### config.mk
export PLATFORM = sky130hd
export DESIGN_NAME = iocs_ports
export DESIGN_NICKNAME = d
export VERILOG_FILES = /design/src/verilog/iocs_pkg.sv /design/src/verilog/iocs_ports.sv
export SDC_FILE = /design/constraint.sdc
export NUM_CORES = 1
export LEC_CHECK = 0
export CAP_MARGIN = 20
export CORE_MARGIN = 5
export CORE_UTILIZATION = 61
export DETAILED_ROUTE_END_ITERATION = 8
export DONT_BUFFER_PORTS = 1
export PLACE_DENSITY = 0.85
export SYNTH_ARGS = -nofsm -noshare
export SYNTH_HDL_FRONTEND = slang
export SYNTH_SLANG_ARGS = --single-unit
### constraint.sdc
create_clock -name ref_clk -period 2.24 [get_ports ref_clk]
set_input_delay 0.336 -clock ref_clk [delete_from_list [all_inputs] [get_ports ref_clk]]
set_output_delay 0.336 -clock ref_clk [all_outputs]
set_load 0.02 [all_outputs]
### src/verilog/iocs_pkg.sv
// constants for the analog-shared input port and the chip-select port
`default_nettype none
package iocs_pkg;
  // ----------------------------------------------------------------
  // register map (low 16 bits of the address)
  // ----------------------------------------------------------------
  localparam logic [15:0] ADDR_DIRECTION = 16'hffcd; // write-only direction
  localparam logic [15:0] ADDR_LEVELS    = 16'hffce; // analog-shared pin levels
  localparam logic [15:0] ADDR_LATCH     = 16'hffcf; // chip-select port latch
  localparam logic [15:0] ADDR_IRQ_STAT  = 16'hffe8; // sticky request status
  localparam logic [15:0] ADDR_IRQ_MASK  = 16'hffe9; // request mask
  localparam logic [15:0] ADDR_CONTROL   = 16'hffea; // mode / standby / refresh enable
  // ----------------------------------------------------------------
  // reset values and field layout
  // ----------------------------------------------------------------
  localparam logic [7:0] DIR_RESET_EXP = 8'hf0; // expanded modes
  localparam logic [7:0] DIR_RESET_SC  = 8'he0; // single-chip modes
  localparam logic [7:0] LATCH_RESET   = 8'he0;
  localparam logic [7:0] RSV_ONES      = 8'he0; // bits 7..5 read one
  localparam logic [7:0] ALL_ONES      = 8'hff;
  localparam logic [7:0] ZERO_BYTE     = 8'h00;
  localparam int         CTL_EXP_BIT   = 0;     // 1 = expanded mode
  localparam int         CTL_SBY_BIT   = 1;     // software standby
  localparam int         CTL_RFE_BIT   = 2;     // refresh pin enable
  localparam logic [2:0] CTL_RESET     = 3'h1;
  localparam int         PORT_W        = 5;
  localparam int         IRQ_W         = 4;
endpackage : iocs_pkg
`default_nettype wire

### src/verilog/iocs_ports.sv
// analog-shared input port and chip-select port with request inputs
`timescale 1ns/100ps
`default_nettype none

// Behaviour
// - analog port input-only, level register at FFCE
// - level register reads live pin levels
// - direction register reads back all ones
// - reset/hw standby load direction by mode
// - software standby keeps driven outputs
// - latch register holds five pin outputs
// - read returns latch if output, else pin
// - latch bits seven to five read one
// - reset/hw standby set latch to E0
// - expanded: bits four-one become chip selects
// - single-chip: all pins generic input/output
// - pins three-zero feed interrupt requests always
module iocs_ports
  import iocs_pkg::*;
(
  input  wire logic              ref_clk,         // 20 MHz system clock
  input  wire logic              rst_n,           // async reset, active low
  input  wire logic              hwStandby_n,     // hardware standby, active low
  input  wire logic              expandedMode,    // mode strap, sampled on the first edge after reset release
  input  wire logic [15:0]       regAddr,         // register address
  input  wire logic [7:0]        regWdata,        // write data
  input  wire logic              regWr,           // write strobe
  input  wire logic              regRd,           // read strobe
  output logic      [7:0]        regRdata,        // read data, cycle after strobe
  input  wire logic [7:0]        analogPinIn,     // analog-shared pin levels
  input  wire logic [PORT_W-1:0] csPortIn,        // chip-select port pin levels
  output logic      [PORT_W-1:0] csPortOut,       // pin output values
  output logic      [PORT_W-1:0] csPortOe_n,      // pin output enables, low drives
  input  wire logic [3:0]        memAreaHit,      // bus decoder area hits, active high
  input  wire logic              refreshStrobe,   // refresh controller strobe, active high
  output logic      [IRQ_W-1:0]  external_interrupt_request_n, // requests to controller
  output logic                   irq              // level interrupt
);

  // ----------------------------------------------------------------
  // state
  // ----------------------------------------------------------------
  logic [PORT_W-1:0] dir_q;        // chip_select_port_direction
  logic [PORT_W-1:0] latch_q;      // chip_select_port_latch
  logic [2:0]        ctl_q;        // mode, software standby, refresh enable
  logic [IRQ_W-1:0]  stat_q;       // sticky falling-edge events
  logic [IRQ_W-1:0]  mask_q;       // event mask
  logic [IRQ_W-1:0]  reqPrev_q;    // previous request level
  logic              inReset_q;    // strap capture window
  logic [7:0]        rdata_q;
  logic [PORT_W-1:0] out_q;
  logic [PORT_W-1:0] oe_n_q;
  logic [IRQ_W-1:0]  req_q;
  logic              irq_q;

  // ----------------------------------------------------------------
  // decode
  // ----------------------------------------------------------------
  wire logic wrDir   = regWr && (regAddr == ADDR_DIRECTION);
  wire logic wrLatch = regWr && (regAddr == ADDR_LATCH);
  wire logic wrStat  = regWr && (regAddr == ADDR_IRQ_STAT);
  wire logic wrMask  = regWr && (regAddr == ADDR_IRQ_MASK);
  wire logic wrCtl   = regWr && (regAddr == ADDR_CONTROL);
  wire logic expNow  = ctl_q[CTL_EXP_BIT];
  wire logic swStby  = ctl_q[CTL_SBY_BIT];
  wire logic rfshEn  = ctl_q[CTL_RFE_BIT] && expNow;
  // hardware standby acts like reset on direction, latch and control, not on status or mask
  wire logic hwInit  = !hwStandby_n;
  // the capture edge must use the strap, since ctl_q still holds its reset mode
  wire logic initExp = inReset_q ? expandedMode : expNow;

  // port read: latch where output, pin where input
  wire logic [PORT_W-1:0] portView = (latch_q & dir_q) | (csPortIn & ~dir_q);

  // ----------------------------------------------------------------
  // pin function per bit
  // ----------------------------------------------------------------
  logic [PORT_W-1:0] pinOut;
  logic [PORT_W-1:0] pinDrive;
  genvar g;
  generate
    for (g = 0; g < PORT_W; g++) begin : gPin
      if (g == 0) begin : gBit0
        // refresh strobe wins over the direction bit
        assign pinOut[g]   = rfshEn ? !refreshStrobe : latch_q[g];
        assign pinDrive[g] = rfshEn | dir_q[g];
      end else begin : gCs
        // bit g carries select (4-g), active low, in expanded mode
        assign pinOut[g]   = expNow ? !memAreaHit[PORT_W-1-g] : latch_q[g];
        assign pinDrive[g] = dir_q[g];
      end
    end
  endgenerate

  // requests track pins regardless of direction or function
  wire logic [IRQ_W-1:0] reqLevel = csPortIn[IRQ_W-1:0];
  wire logic [IRQ_W-1:0] reqFall  = reqPrev_q & ~reqLevel;
  wire logic [IRQ_W-1:0] statNext = (stat_q & ~(wrStat ? regWdata[IRQ_W-1:0] : '0)) | reqFall;

  // read mux, unmapped reads return zero
  logic [7:0] rdMux;
  always_comb begin
    if (regAddr == ADDR_DIRECTION) begin
      rdMux = ALL_ONES;
    end else if (regAddr == ADDR_LEVELS) begin
      rdMux = analogPinIn;
    end else if (regAddr == ADDR_LATCH) begin
      rdMux = RSV_ONES | {3'h0, portView};
    end else if (regAddr == ADDR_IRQ_STAT) begin
      rdMux = {4'h0, stat_q};
    end else if (regAddr == ADDR_IRQ_MASK) begin
      rdMux = {4'h0, mask_q};
    end else if (regAddr == ADDR_CONTROL) begin
      rdMux = {5'h0, ctl_q};
    end else begin
      rdMux = ZERO_BYTE;
    end
  end

  // ----------------------------------------------------------------
  // strap capture and control
  // ----------------------------------------------------------------
  always_ff @(posedge ref_clk or negedge rst_n) begin
    if (!rst_n) begin
      inReset_q <= 1'b1;
      ctl_q     <= CTL_RESET;
    end else if (inReset_q) begin
      // first edge after release latches the mode strap
      inReset_q <= 1'b0;
      ctl_q     <= {2'b00, expandedMode};
    end else if (hwInit) begin
      ctl_q[CTL_SBY_BIT] <= 1'b0;
      ctl_q[CTL_RFE_BIT] <= 1'b0;
    end else if (wrCtl) begin
      // mode is a strap; software sets only standby and refresh enable
      ctl_q[CTL_SBY_BIT] <= regWdata[CTL_SBY_BIT];
      ctl_q[CTL_RFE_BIT] <= regWdata[CTL_RFE_BIT];
    end
  end

  // ----------------------------------------------------------------
  // direction and latch; software standby keeps them, hardware standby reloads them
  // ----------------------------------------------------------------
  always_ff @(posedge ref_clk or negedge rst_n) begin
    if (!rst_n) begin
      dir_q   <= DIR_RESET_SC[PORT_W-1:0];
      latch_q <= LATCH_RESET[PORT_W-1:0];
    end else if (inReset_q || hwInit) begin
      dir_q   <= initExp ? DIR_RESET_EXP[PORT_W-1:0] : DIR_RESET_SC[PORT_W-1:0];
      latch_q <= LATCH_RESET[PORT_W-1:0];
    end else begin
      if (wrDir) begin
        dir_q <= regWdata[PORT_W-1:0];
      end
      if (wrLatch) begin
        latch_q <= regWdata[PORT_W-1:0];
      end
    end
  end

  // ----------------------------------------------------------------
  // events: set wins over a write-one clear
  // ----------------------------------------------------------------
  always_ff @(posedge ref_clk or negedge rst_n) begin
    if (!rst_n) begin
      stat_q    <= '0;
      mask_q    <= '0;
      reqPrev_q <= '1;
    end else begin
      reqPrev_q <= reqLevel;
      stat_q    <= statNext;
      if (wrMask) begin
        mask_q <= regWdata[IRQ_W-1:0];
      end
    end
  end

  // ----------------------------------------------------------------
  // registered outputs
  // ----------------------------------------------------------------
  always_ff @(posedge ref_clk or negedge rst_n) begin
    if (!rst_n) begin
      rdata_q <= ZERO_BYTE;
      out_q   <= '1;
      oe_n_q  <= '1;
      req_q   <= '1;
      irq_q   <= 1'b0;
    end else begin
      rdata_q <= regRd ? rdMux : ZERO_BYTE;
      // software standby freezes driven pins at present value
      if (!swStby) begin
        out_q <= pinOut;
      end
      oe_n_q  <= ~pinDrive;
      req_q   <= reqLevel;
      irq_q   <= |(stat_q & mask_q);
    end
  end

  assign regRdata                     = rdata_q;
  assign csPortOut                    = out_q;
  assign csPortOe_n                   = oe_n_q;
  assign external_interrupt_request_n = req_q;
  assign irq                          = irq_q;
endmodule // iocs_ports
`default_nettype wire

==> results.sh, run 1 <==
export IMPL_nNetsFinal=255
export IMPL_r2r_start="inReset_q$_DFF_PN1_"
export IMPL_cts_resized=0
export IMPL_avgSynthCellArea_um2=10.9
export IMPL_yosys_most_used_dff="dfrtp_1"
export IMPL_drt_iter0_markers=107
export IMPL_dieArea_um2=4820
export IMPL_drive_above_1_share=0.202
export IMPL_dpl_cell_area_um2=2200
export IMPL_max_stage_delay_ps=500
export IMPL_wirelength_mm=4.73
export IMPL_ys_seq_elements=45
export IMPL_arrival_ps=1810
export IMPL_clkLatencyLatePin_ps=360
export IMPL_post_synth_top_count_cell="nand2_1"
export IMPL_clk_pin_slew_worst_paths_ps=130
export IMPL_totalNegativeSetupSlack_ps=0
export IMPL_crit_required_ps=2510
export IMPL_yosys_top_cells_count="nand2_1, dfrtp_1, dfstp_2, o21ai_0, mux2i_1"
export IMPL_vias_per_cell=6.24
export IMPL_gr_total_overflow=0
export IMPL_ios=71
export IMPL_hold_viol=0
export IMPL_synth_top_area_cell="dfrtp_1"
export IMPL_cp_num_buf_inv=0
export IMPL_area_growth_syn_to_layout_pct=8.07
export IMPL_clock_path_buffers=2
export IMPL_port_buffers=0
export IMPL_grt_max_degree=46
export IMPL_ys_top_cells_by_area="dfrtp_1, dfstp_2, nand2_1"
export IMPL_diodes=0
export IMPL_p_leak_nw=0.960
export IMPL_yosysWarnings=0
export IMPL_combPwrFrac=0.063
export IMPL_wl_per_cell_um=18.6
export IMPL_nFillCells=256
export IMPL_swShare=0.252
export IMPL_ir_drop_mv=0.483
export IMPL_period_share=0.689
export IMPL_htreeDepth=2
export IMPL_post_route_drc_count=0
export IMPL_die_w_um=69.4
export IMPL_die_height_um=69.4
export IMPL_r2r_end="dir_q[4]$_DFFE_PN0P_"
export IMPL_slew_headroom=0.569
export IMPL_hold_end="regRdata[3]$_DFF_PN0_"
export IMPL_track_usage=0.206
export IMPL_antenna_found_initial=0
export IMPL_powerDensity_nw_per_um2=576
export IMPL_setup_violations=0
export IMPL_ys_types=41
export IMPL_fmax_mhz=648
export IMPL_dr_pass1_iters=4
export IMPL_syn_nets=245
export IMPL_crit_path_cell_trace="nand4b_2, nor4_4, nand3_1, mux2_2"
export IMPL_drv_cap=0
export IMPL_holdPathStages=1
export IMPL_worstSetupPathType="in -> reg"
export IMPL_first_global_vias=1659
export IMPL_cpLargestDelayFamily="simple AND/OR/NAND/NOR gates"
export IMPL_seqPwrFrac=0.658
export IMPL_cp_slowest_cell="nor4_4"
export IMPL_syn_inst=197
export IMPL_final_cell_area_um2=2330
export IMPL_cts_tree="done"
export IMPL_yosysTopAreaCellShare=0.337
export IMPL_clkPwrFrac=0.280
export IMPL_fin_crit_ps=1540
export IMPL_synth_cell_area_um2=2150
export IMPL_crit_path_end_kind="flop"
export IMPL_ys_seq_area_frac=0.532
export IMPL_intPower_mw=1.00
export IMPL_synthArstFlopShare=1.00
export IMPL_dp_hpwl_mm=3.65
export IMPL_path_max_fanout=7
export IMPL_cts_root_buf="clkbuf_4"
export IMPL_run_status="completed"
export IMPL_tightest_slew_ps=645
export IMPL_initial_core_util=0.636
export IMPL_core_area_um2=3390
export IMPL_ant_nets=0
export IMPL_hp_class="in -> reg"
export IMPL_worstHoldStart="regRd"
export IMPL_vias=1585
export IMPL_gp_congestion=0.834
export IMPL_clkSinkCount=45
export IMPL_switchingPower_mw=0.338
export IMPL_rsz0062_at_grt="no"
export IMPL_finalMaxSlewViolations=0
export IMPL_regToRegSetupSlack_ps=810
export IMPL_numCtsBuffers=5
export IMPL_rr_worst_depth=2
export IMPL_skew_ps=18.1
export IMPL_synth_edf_count=0
export IMPL_cp_start_kind="input port"
export IMPL_core_rowCount=21
export IMPL_grt_pass1_wl_mm=7.93
==> cells in the final DEF (no fill, tap or decap), types with 4 or more instances in the layout <==
master | Yosys | final
a22o_1 | 4 | 4
dlygate4sd3_1 | 0 | 5
o21ai_0 | 13 | 13
nand2_1 | 33 | 33
nand3_1 | 8 | 8
nor4_1 | 5 | 5
clkbuf_4 | 0 | 5
a21oi_1 | 9 | 9
mux2_2 | 6 | 6
nor2_1 | 7 | 7
a21boi_0 | 4 | 4
inv_1 | 9 | 9
mux2i_1 | 12 | 12
dfstp_2 | 16 | 16
dfrtp_1 | 29 | 29
==> cell families (layout without fill, tap and decap cells) <==
group                  Yosys count  after routing  synth area share
and+or+nand+nor                 72             72             0.202
DFF                             45             45             0.532
AOI/OAI and AO/OA               44             44             0.135
muxes                           20             20            0.0993
buffers and inverters           15             26            0.0302
other                            1              1           0.00174
==> flip-flops by register name, indices dropped and copies added, names as in the netlist <==
signal                        cells
regRdata                          8
csPortOe_n                        5
csPortOut                         5
dir_q                             5
latch_q                           5
external_interrupt_request_n      4
mask_q                            4
stat_q                            4
ctl_q                             3
inReset_q                         1
irq                               1
==> power by group through the flow <==
| stage | Combinational, mW | Sequential, mW | Clock [mW] |
|---|---|---|---|
| after floorplan | 0.0589 | 0.889 | 0 |
| after global placement | 0.0563 | 0.897 | 0 |
| after detailed placement | 0.0585 | 0.898 | 0 |
| after CTS | 0.0857 | 0.884 | 0.385 |
| after global routing | 0.0965 | 0.886 | 0.417 |
| final | 0.0839 | 0.883 | 0.375 |
==> metrics by stage <==
step                std cells  hold slack, ps  worst slack [ps]  power [mW]   util
floorplan                 197            40.4               266       0.948      -
global placement          240            41.8               385       0.954  0.650
detailed placement        240            41.5               305       0.956  0.650
CTS                       254            87.5               713        1.35  0.687
global route              254            71.2               650        1.40  0.687
finish                    254            99.1               697        1.34  0.687
==> how the worst max path moves through the flow <==
stage                            from                     to  depth (start not counted)
after floorplan           regAddr[13]   dir_q[4]$_DFFE_PN0P_                          6
after global placement     regAddr[4]  mask_q[3]$_DFFE_PN0P_                          4
after global routing       regAddr[4]  mask_q[1]$_DFFE_PN0P_                          4
after CTS                  regAddr[4]  mask_q[1]$_DFFE_PN0P_                          4
after detailed placement   regAddr[4]  mask_q[1]$_DFFE_PN0P_                          4
final                      regAddr[4]  mask_q[1]$_DFFE_PN0P_                          4
==> layout make-up <==
class / count / area (um^2) / area share
clock buffer: 5 / 37.5 / 0.0161
clock inverter: 3 / 17.5 / 0.00752
inverter: 9 / 33.8 / 0.0145
multi-input combinational: 137 / 943 / 0.405
sequential: 45 / 1150 / 0.492
tap: 46 / 57.6 / 0.0247
timing repair buffer: 9 / 92.6 / 0.0398
==> layer usage <==
layer	vias up	wire length, um	global-route usage
li1	727	-	-
met1	760	1880	0.242
met2	87	2370	0.337
met3	11	401	0.0841
met4	0	80	0.0738
met5	-	0	0
==> repair_timing <==
action | in CTS | in global routing
hold endpoints to repair | 49 | 0
hold buffers | 6 | 0
setup endpoints to repair | 0 | 0
setup buffers | 0 | 0
No activity file was read; power rests on OpenSTA's default activity.
==> run 2: changes to the inputs <==
- ABC_AREA: unset -> 1
- clock period: 2.24 -> 1.5 ns (I/O delays scaled with it)
==> run 2 against run 1 <==
Against the previous run: critical path depth is 2 higher; clock power is 60% higher; sequential share of layout area is 2.3 points lower; cell count is 31% higher; hold slack worse by 84 ps; clock-buffer cell count stayed put; utilization is 2.8 points higher; combinational power is 110% higher; clock skew is 2.9 ps lower; sequential cell count stayed put; sequential power is 54% higher; die area is 1.4% higher.
==> results.sh, run 2 <==
export IMPL_run_status="completed"
export IMPL_holdPathStages=2
export IMPL_initial_core_util=0.641
export IMPL_nNetsFinal=333
export IMPL_finalMaxSlewViolations=0
export IMPL_post_cts_buffers=0
export IMPL_post_route_drc_count=0
export IMPL_core_rowCount=21
export IMPL_period_share=0.849
export IMPL_track_usage=0.208
export IMPL_diodes=0
export IMPL_drive_above_1_share=0.157
export IMPL_crit_path_end_kind="flop"
export IMPL_final_cell_mix="nand2_1, inv_1, dfrtp_1, o21ai_0, nand3_1"
export IMPL_wirelength_mm=4.97
export IMPL_cts_resized=0
export IMPL_yosysTopAreaCellShare=0.331
export IMPL_crit_required_ps=1800
export IMPL_cts_tree="done"
export IMPL_hold_viol=0
export IMPL_gr_total_overflow=0
export IMPL_p_leak_nw=1.14
export IMPL_ios=71
export IMPL_cp_start_kind="flop"
export IMPL_skew_ps=15.2
export IMPL_clkLatencyLatePin_ps=370
export IMPL_ys_seq_elements=45
export IMPL_yosys_top_cells_count="nand2_1, inv_1, dfrtp_1, o21ai_0, nand3_1"
export IMPL_fin_crit_ps=1270
export IMPL_worstSetupPathType="reg -> reg"
export IMPL_yosysWarnings=0
export IMPL_die_height_um=69.9
export IMPL_drt_iter0_markers=111
export IMPL_area_growth_syn_to_layout_pct=11.6
export IMPL_die_w_um=69.9
export IMPL_clkSinkCount=45
export IMPL_core_area_um2=3420
export IMPL_clkPwrFrac=0.280
export IMPL_syn_nets=314
export IMPL_tightest_slew_ps=500
export IMPL_powerDensity_nw_per_um2=877
export IMPL_rsz0062_at_grt="no"
export IMPL_intPower_mw=1.54
export IMPL_gp_congestion=0.832
export IMPL_port_buffers=0
export IMPL_synth_edf_count=0
export IMPL_dp_hpwl_mm=3.70
export IMPL_largest_reg_flops=8
export IMPL_wl_per_cell_um=15.0
export IMPL_ys_top_cells_by_area="dfrtp_1, dfstp_2, nand2_1"
export IMPL_avgSynthCellArea_um2=8.23
export IMPL_clock_path_buffers=2
export IMPL_grt_max_degree=46
export IMPL_seqPwrFrac=0.636
export IMPL_fin_hold_ws_ps=14.9
export IMPL_ys_seq_area_frac=0.523
export IMPL_antenna_found_initial=0
export IMPL_swShare=0.280
export IMPL_cts_root_buf="clkbuf_4"
export IMPL_fmax_mhz=785
export IMPL_ys_types=26
export IMPL_yosys_most_used_dff="dfrtp_1"
export IMPL_synth_cell_area_um2=2190
export IMPL_dr_pass1_iters=4
export IMPL_drv_cap=0
export IMPL_path_max_fanout=10
export IMPL_setup_violations=0
export IMPL_ant_nets=0
export IMPL_htreeDepth=2
export IMPL_switchingPower_mw=0.600
export IMPL_slew_headroom=0.666
export IMPL_final_common_cell="nand2_1"
export IMPL_rr_worst_depth=6
export IMPL_clk_pin_slew_worst_paths_ps=140
export IMPL_dieArea_um2=4890
export IMPL_arrival_ps=1570
export IMPL_grt_pass1_wl_mm=7.98
export IMPL_totalNegativeSetupSlack_ps=0
export IMPL_hp_class="in -> reg"
export IMPL_vias_per_cell=5.35
export IMPL_syn_inst=266
export IMPL_combPwrFrac=0.084
export IMPL_synthArstFlopShare=1.00
export IMPL_post_synth_top_count_cell="nand2_1"
export IMPL_ir_drop_mv=0.647
export IMPL_numCtsBuffers=5
export IMPL_first_global_vias=1735
export IMPL_vias=1776
export IMPL_synth_top_area_cell="dfrtp_1"
-- run 2: changes by cell type in the layout (fill, tap and decap cells not counted), sizes merged, moves of 4 or more --
cell | before | now
a21boi | 4 | 0
a22o | 4 | 0
dlygate4sd3 | 5 | 14
inv | 9 | 36
mux2 | 8 | 0
mux2i | 12 | 1
nand2 | 33 | 83
nand3 | 8 | 19
nor2 | 7 | 17
nor4 | 8 | 0
o211ai | 0 | 4
o21ai | 13 | 40
-- run 2: power by group through the flow --
stage / sequential [mW] / combinational (mW) / clock, mW
detailed placement: 1.38 / 0.118 / 0
finish: 1.36 / 0.180 / 0.599
CTS: 1.36 / 0.180 / 0.625
global placement: 1.38 / 0.111 / 0
floorplan: 1.37 / 0.104 / 0
global route: 1.37 / 0.204 / 0.674
-- run 2: what timing repair did --
item,4_1_cts,5_1_grt
hold endpoints to repair,63,0
hold buffers,15,0
endpoints found under the setup margin,0,0
-- run 2: metrics by stage --
step | cells | setup WS, ps | util | power (mW) | area (um^2)
after detailed placement | 309 | 106 | 0.651 | 1.50 | 2220
after global placement | 309 | 186 | 0.651 | 1.49 | 2220
after floorplan | 266 | 261 | - | 1.47 | 2190
after CTS | 332 | 232 | 0.715 | 2.17 | 2440
final | 332 | 226 | 0.715 | 2.14 | 2440
after global routing | 332 | 107 | 0.715 | 2.25 | 2440
-- run 2: per-layer routing --
layer | global-route usage | up-vias | share of wire
li1 | - | 883 | -
met3 | 0.0832 | 5 | 0.080
met2 | 0.344 | 54 | 0.52
met5 | 0 | - | 0
met4 | 0.0702 | 0 | 0.014
met1 | 0.247 | 834 | 0.39
-- run 2: kinds of logic (layout without fill, tap and decap cells) --
kind of cell | after synthesis | count (layout) | synth area share
AO/OA/AOI/OAI | 56 | 56 | 0.137
buffers and inverters | 40 | 60 | 0.0760
flip-flops | 45 | 45 | 0.523
multiplexers | 1 | 1 | 0.00457
other | 1 | 1 | 0.00171
AND/OR/NAND/NOR | 123 | 123 | 0.258
-- run 2: worst max-delay path: stages, from the launching register on --
cell and delay, ps:
dfstp_2 650, inv_1 90, a21oi_1 110, nand2_1 60, nand2_1 60, o21ai_1 60
a21oi_1 170
-- run 2: worst paths after layout --
kind / start / end / slack (ps)
max: ctl_q[0]$_DFF_PN1_ / regRdata[0]$_DFF_PN0_ / 230
min: regWdata[0] / mask_q[0]$_DFFE_PN0P_ / 10
max reg2reg: ctl_q[0]$_DFF_PN1_ / regRdata[0]$_DFF_PN0_ / 230
min reg2reg: dir_q[4]$_DFFE_PN0P_ / csPortOe_n[4]$_DFF_PN1_ / 440
max in group asynchronous: rst_n / external_interrupt_request_n[1]$_DFF_PN1_ / 920
min in group asynchronous: rst_n / regRdata[0]$_DFF_PN0_ / 290
-- run 2: area by class of cell --
type	instances	area, um^2
Sequential cell	45	1150
Timing Repair Buffer	16	168
Multi-Input combinational cell	181	877
Clock inverter	3	21.3
Inverter	36	136
Fill cell	265	972
Tap cell	46	57.6
Clock buffer	5	37.5
==> run 3: changes to the inputs <==
- ABC_AREA: 1 -> 0
- CORE_UTILIZATION: 61 -> 56
- PLACE_DENSITY: 0.85 -> 0.82
- clock period: 1.5 -> 1 ns (I/O delays scaled with it)
==> run 3 against run 2 <==
Against the previous run: the flow now finishes with violations (hold timing, setup timing); non-clock buffer count is 51 higher; clock power is 85% higher; sequential cell count stayed put; clock skew is 6.6 ps lower; die area is 6.1% higher; hold slack worse by 480 ps; clock-buffer cell count is 2 higher; cell count is 5.4% lower; critical path depth is 1 lower; sequential share of layout area is 9.5 points lower; total power is 60% higher; sequential power is 45% higher.
==> results.sh, run 3 (synthesis gave the netlist of run 1 again) <==
export IMPL_first_global_vias=2076
export IMPL_dieArea_um2=5190
export IMPL_fin_crit_ps=1330
export IMPL_hp_class="in -> async"
export IMPL_cp_slowest_cell="mux2_4"
export IMPL_core_rowCount=22
export IMPL_ant_nets=0
export IMPL_slew_headroom=0.635
export IMPL_cts_root_buf="clkbuf_8"
export IMPL_clkSinkCount=45
export IMPL_tightest_slew_ps=545
export IMPL_clk_pin_slew_worst_paths_ps=90
export IMPL_pre_cts_ws_ps=-567
export IMPL_run_status="complete, but fails checks"
export IMPL_nNetsFinal=313
export IMPL_ios=71
export IMPL_max_stage_delay_ps=340
export IMPL_core_area_um2=3690
export IMPL_largest_reg_flops=8
export IMPL_cp_num_buf_inv=0
export IMPL_diodes=0
export IMPL_gp_congestion=1.01
export IMPL_setup_violations=44
export IMPL_grt_max_degree=46
export IMPL_htreeDepth=2
export IMPL_powerDensity_nw_per_um2=1120
export IMPL_area_growth_syn_to_layout_pct=42.2
export IMPL_initial_core_util=0.584
export IMPL_die_w_um=72.0
export IMPL_fin_hold_ws_ps=-469
export IMPL_track_usage=0.259
export IMPL_final_cell_mix="buf_4, dfrtp_1, nand2_1, dlygate4sd3_1, dfstp_2"
export IMPL_crit_required_ps=1190
export IMPL_dr_pass1_iters=5
export IMPL_rsz0062_at_grt="yes"
export IMPL_crit_path_cell_trace="and4b_1, nand3_2, nor4_4, mux2_4, mux2_4"
export IMPL_die_height_um=72.0
export IMPL_numCtsBuffers=5
export IMPL_vias_per_cell=6.36
export IMPL_dp_hpwl_mm=4.12
export IMPL_hold_viol=46
export IMPL_final_common_cell="buf_4"
export IMPL_drt_iter0_markers=229
export IMPL_wirelength_mm=7.02
export IMPL_drive_above_1_share=0.455
export IMPL_clock_path_buffers=2
export IMPL_violations="hold timing, setup timing"
export IMPL_fin_cells=314
export IMPL_post_route_drc_count=0
export IMPL_dp_cells=274
export IMPL_worstSetupPathType="in -> reg"
export IMPL_cpLargestDelayFamily="simple AND/OR/NAND/NOR gates"
export IMPL_fmax_mhz=752
export IMPL_period_share=1.33
export IMPL_gr_total_overflow=0
export IMPL_clkLatencyLatePin_ps=300
export IMPL_setup_slack_ps=-329
export IMPL_cp_start_kind="input port"
export IMPL_crit_path_end_kind="flop"
export IMPL_drv_cap=0
export IMPL_vias=1996
export IMPL_antenna_found_initial=0
export IMPL_p_leak_nw=1.35
export IMPL_skew_ps=8.55
export IMPL_finalMaxSlewViolations=0
export IMPL_path_max_fanout=2
export IMPL_arrival_ps=1520
export IMPL_port_buffers=0
export IMPL_crit_path_frequent_cell="mux2_4"
export IMPL_wl_per_cell_um=22.4
export IMPL_cts_tree="done"
export IMPL_grt_pass1_wl_mm=10.2
export IMPL_ir_drop_mv=1.32
==> run 3: through the flow <==
stage	TNS [ps]	area (um^2)	utilization	total power, mW
final	-4800	3060	0.831	3.44
after detailed placement	-13180	2470	0.670	2.18
after floorplan	-10450	2190	-	2.14
after global placement	-12120	2470	0.670	2.17
after global routing	-6190	3060	0.831	3.56
after CTS	-3620	2880	0.780	3.38
==> run 3: layout make-up <==
| cell class | count | area, um^2 |
|---|---|---|
| Clock buffer | 7 | 76.3 |
| Clock inverter | 1 | 7.51 |
| Fill cell | 183 | 624 |
| Inverter | 9 | 33.8 |
| Multi-Input combinational cell | 137 | 1140 |
| Sequential cell | 45 | 1150 |
| Tap cell | 48 | 60.1 |
| Timing Repair Buffer | 67 | 599 |
==> run 3: worst paths after layout <==
path / cells past startpoint / startpoint / slack (ps) / end
worst max-delay path: 5 / regAddr[4] / -330 / dir_q[4]$_DFFE_PN0P_
max in group asynchronous: 0 / rst_n / 1280 / external_interrupt_request_n[3]$_DFF_PN1_
min in group ref_clk: 2 / regWr / 0 / latch_q[4]$_DFFE_PN0P_
worst min-delay path: 0 / rst_n / -470 / regRdata[6]$_DFF_PN0_
worst min register to register: 1 / dir_q[3]$_DFFE_PN0P_ / 440 / csPortOe_n[3]$_DFF_PN1_
worst max register to register: 4 / ctl_q[0]$_DFF_PN1_ / -260 / regRdata[0]$_DFF_PN0_
==> run 3: routing by layer <==
layer / up-vias / global-route usage / share of wire
li1: 841 / - / -
met1: 982 / 0.297 / 0.37
met2: 137 / 0.439 / 0.50
met3: 36 / 0.0859 / 0.087
met4: 0 / 0.119 / 0.038
met5: - / 0 / 0
==> run 3: where the power goes <==
| part | internal [mW] | switching [mW] | leakage [nW] | total, mW |
|---|---|---|---|---|
| clock | 0.495 | 0.614 | 0.0385 | 1.11 |
| combinational | 0.203 | 0.155 | 0.759 | 0.358 |
| sequential | 1.90 | 0.0751 | 0.550 | 1.97 |
==> run 3: timing repair <==
item	in CTS	in global routing
hold buffers	15	4
gates cloned	0	0
endpoints found under the hold margin	62	50
endpoints found under the setup margin	47	49
resized for setup	30	38
pin swaps	17	23
buffers inserted	12	4
==> run 3: worst reg2reg max path: cells and delay by family (launching register included) <==
| family | cells | cell delay [ps] |
|---|---|---|
| mux | 1 | 170 |
| flops | 1 | 560 |
| compound gates | 3 | 470 |
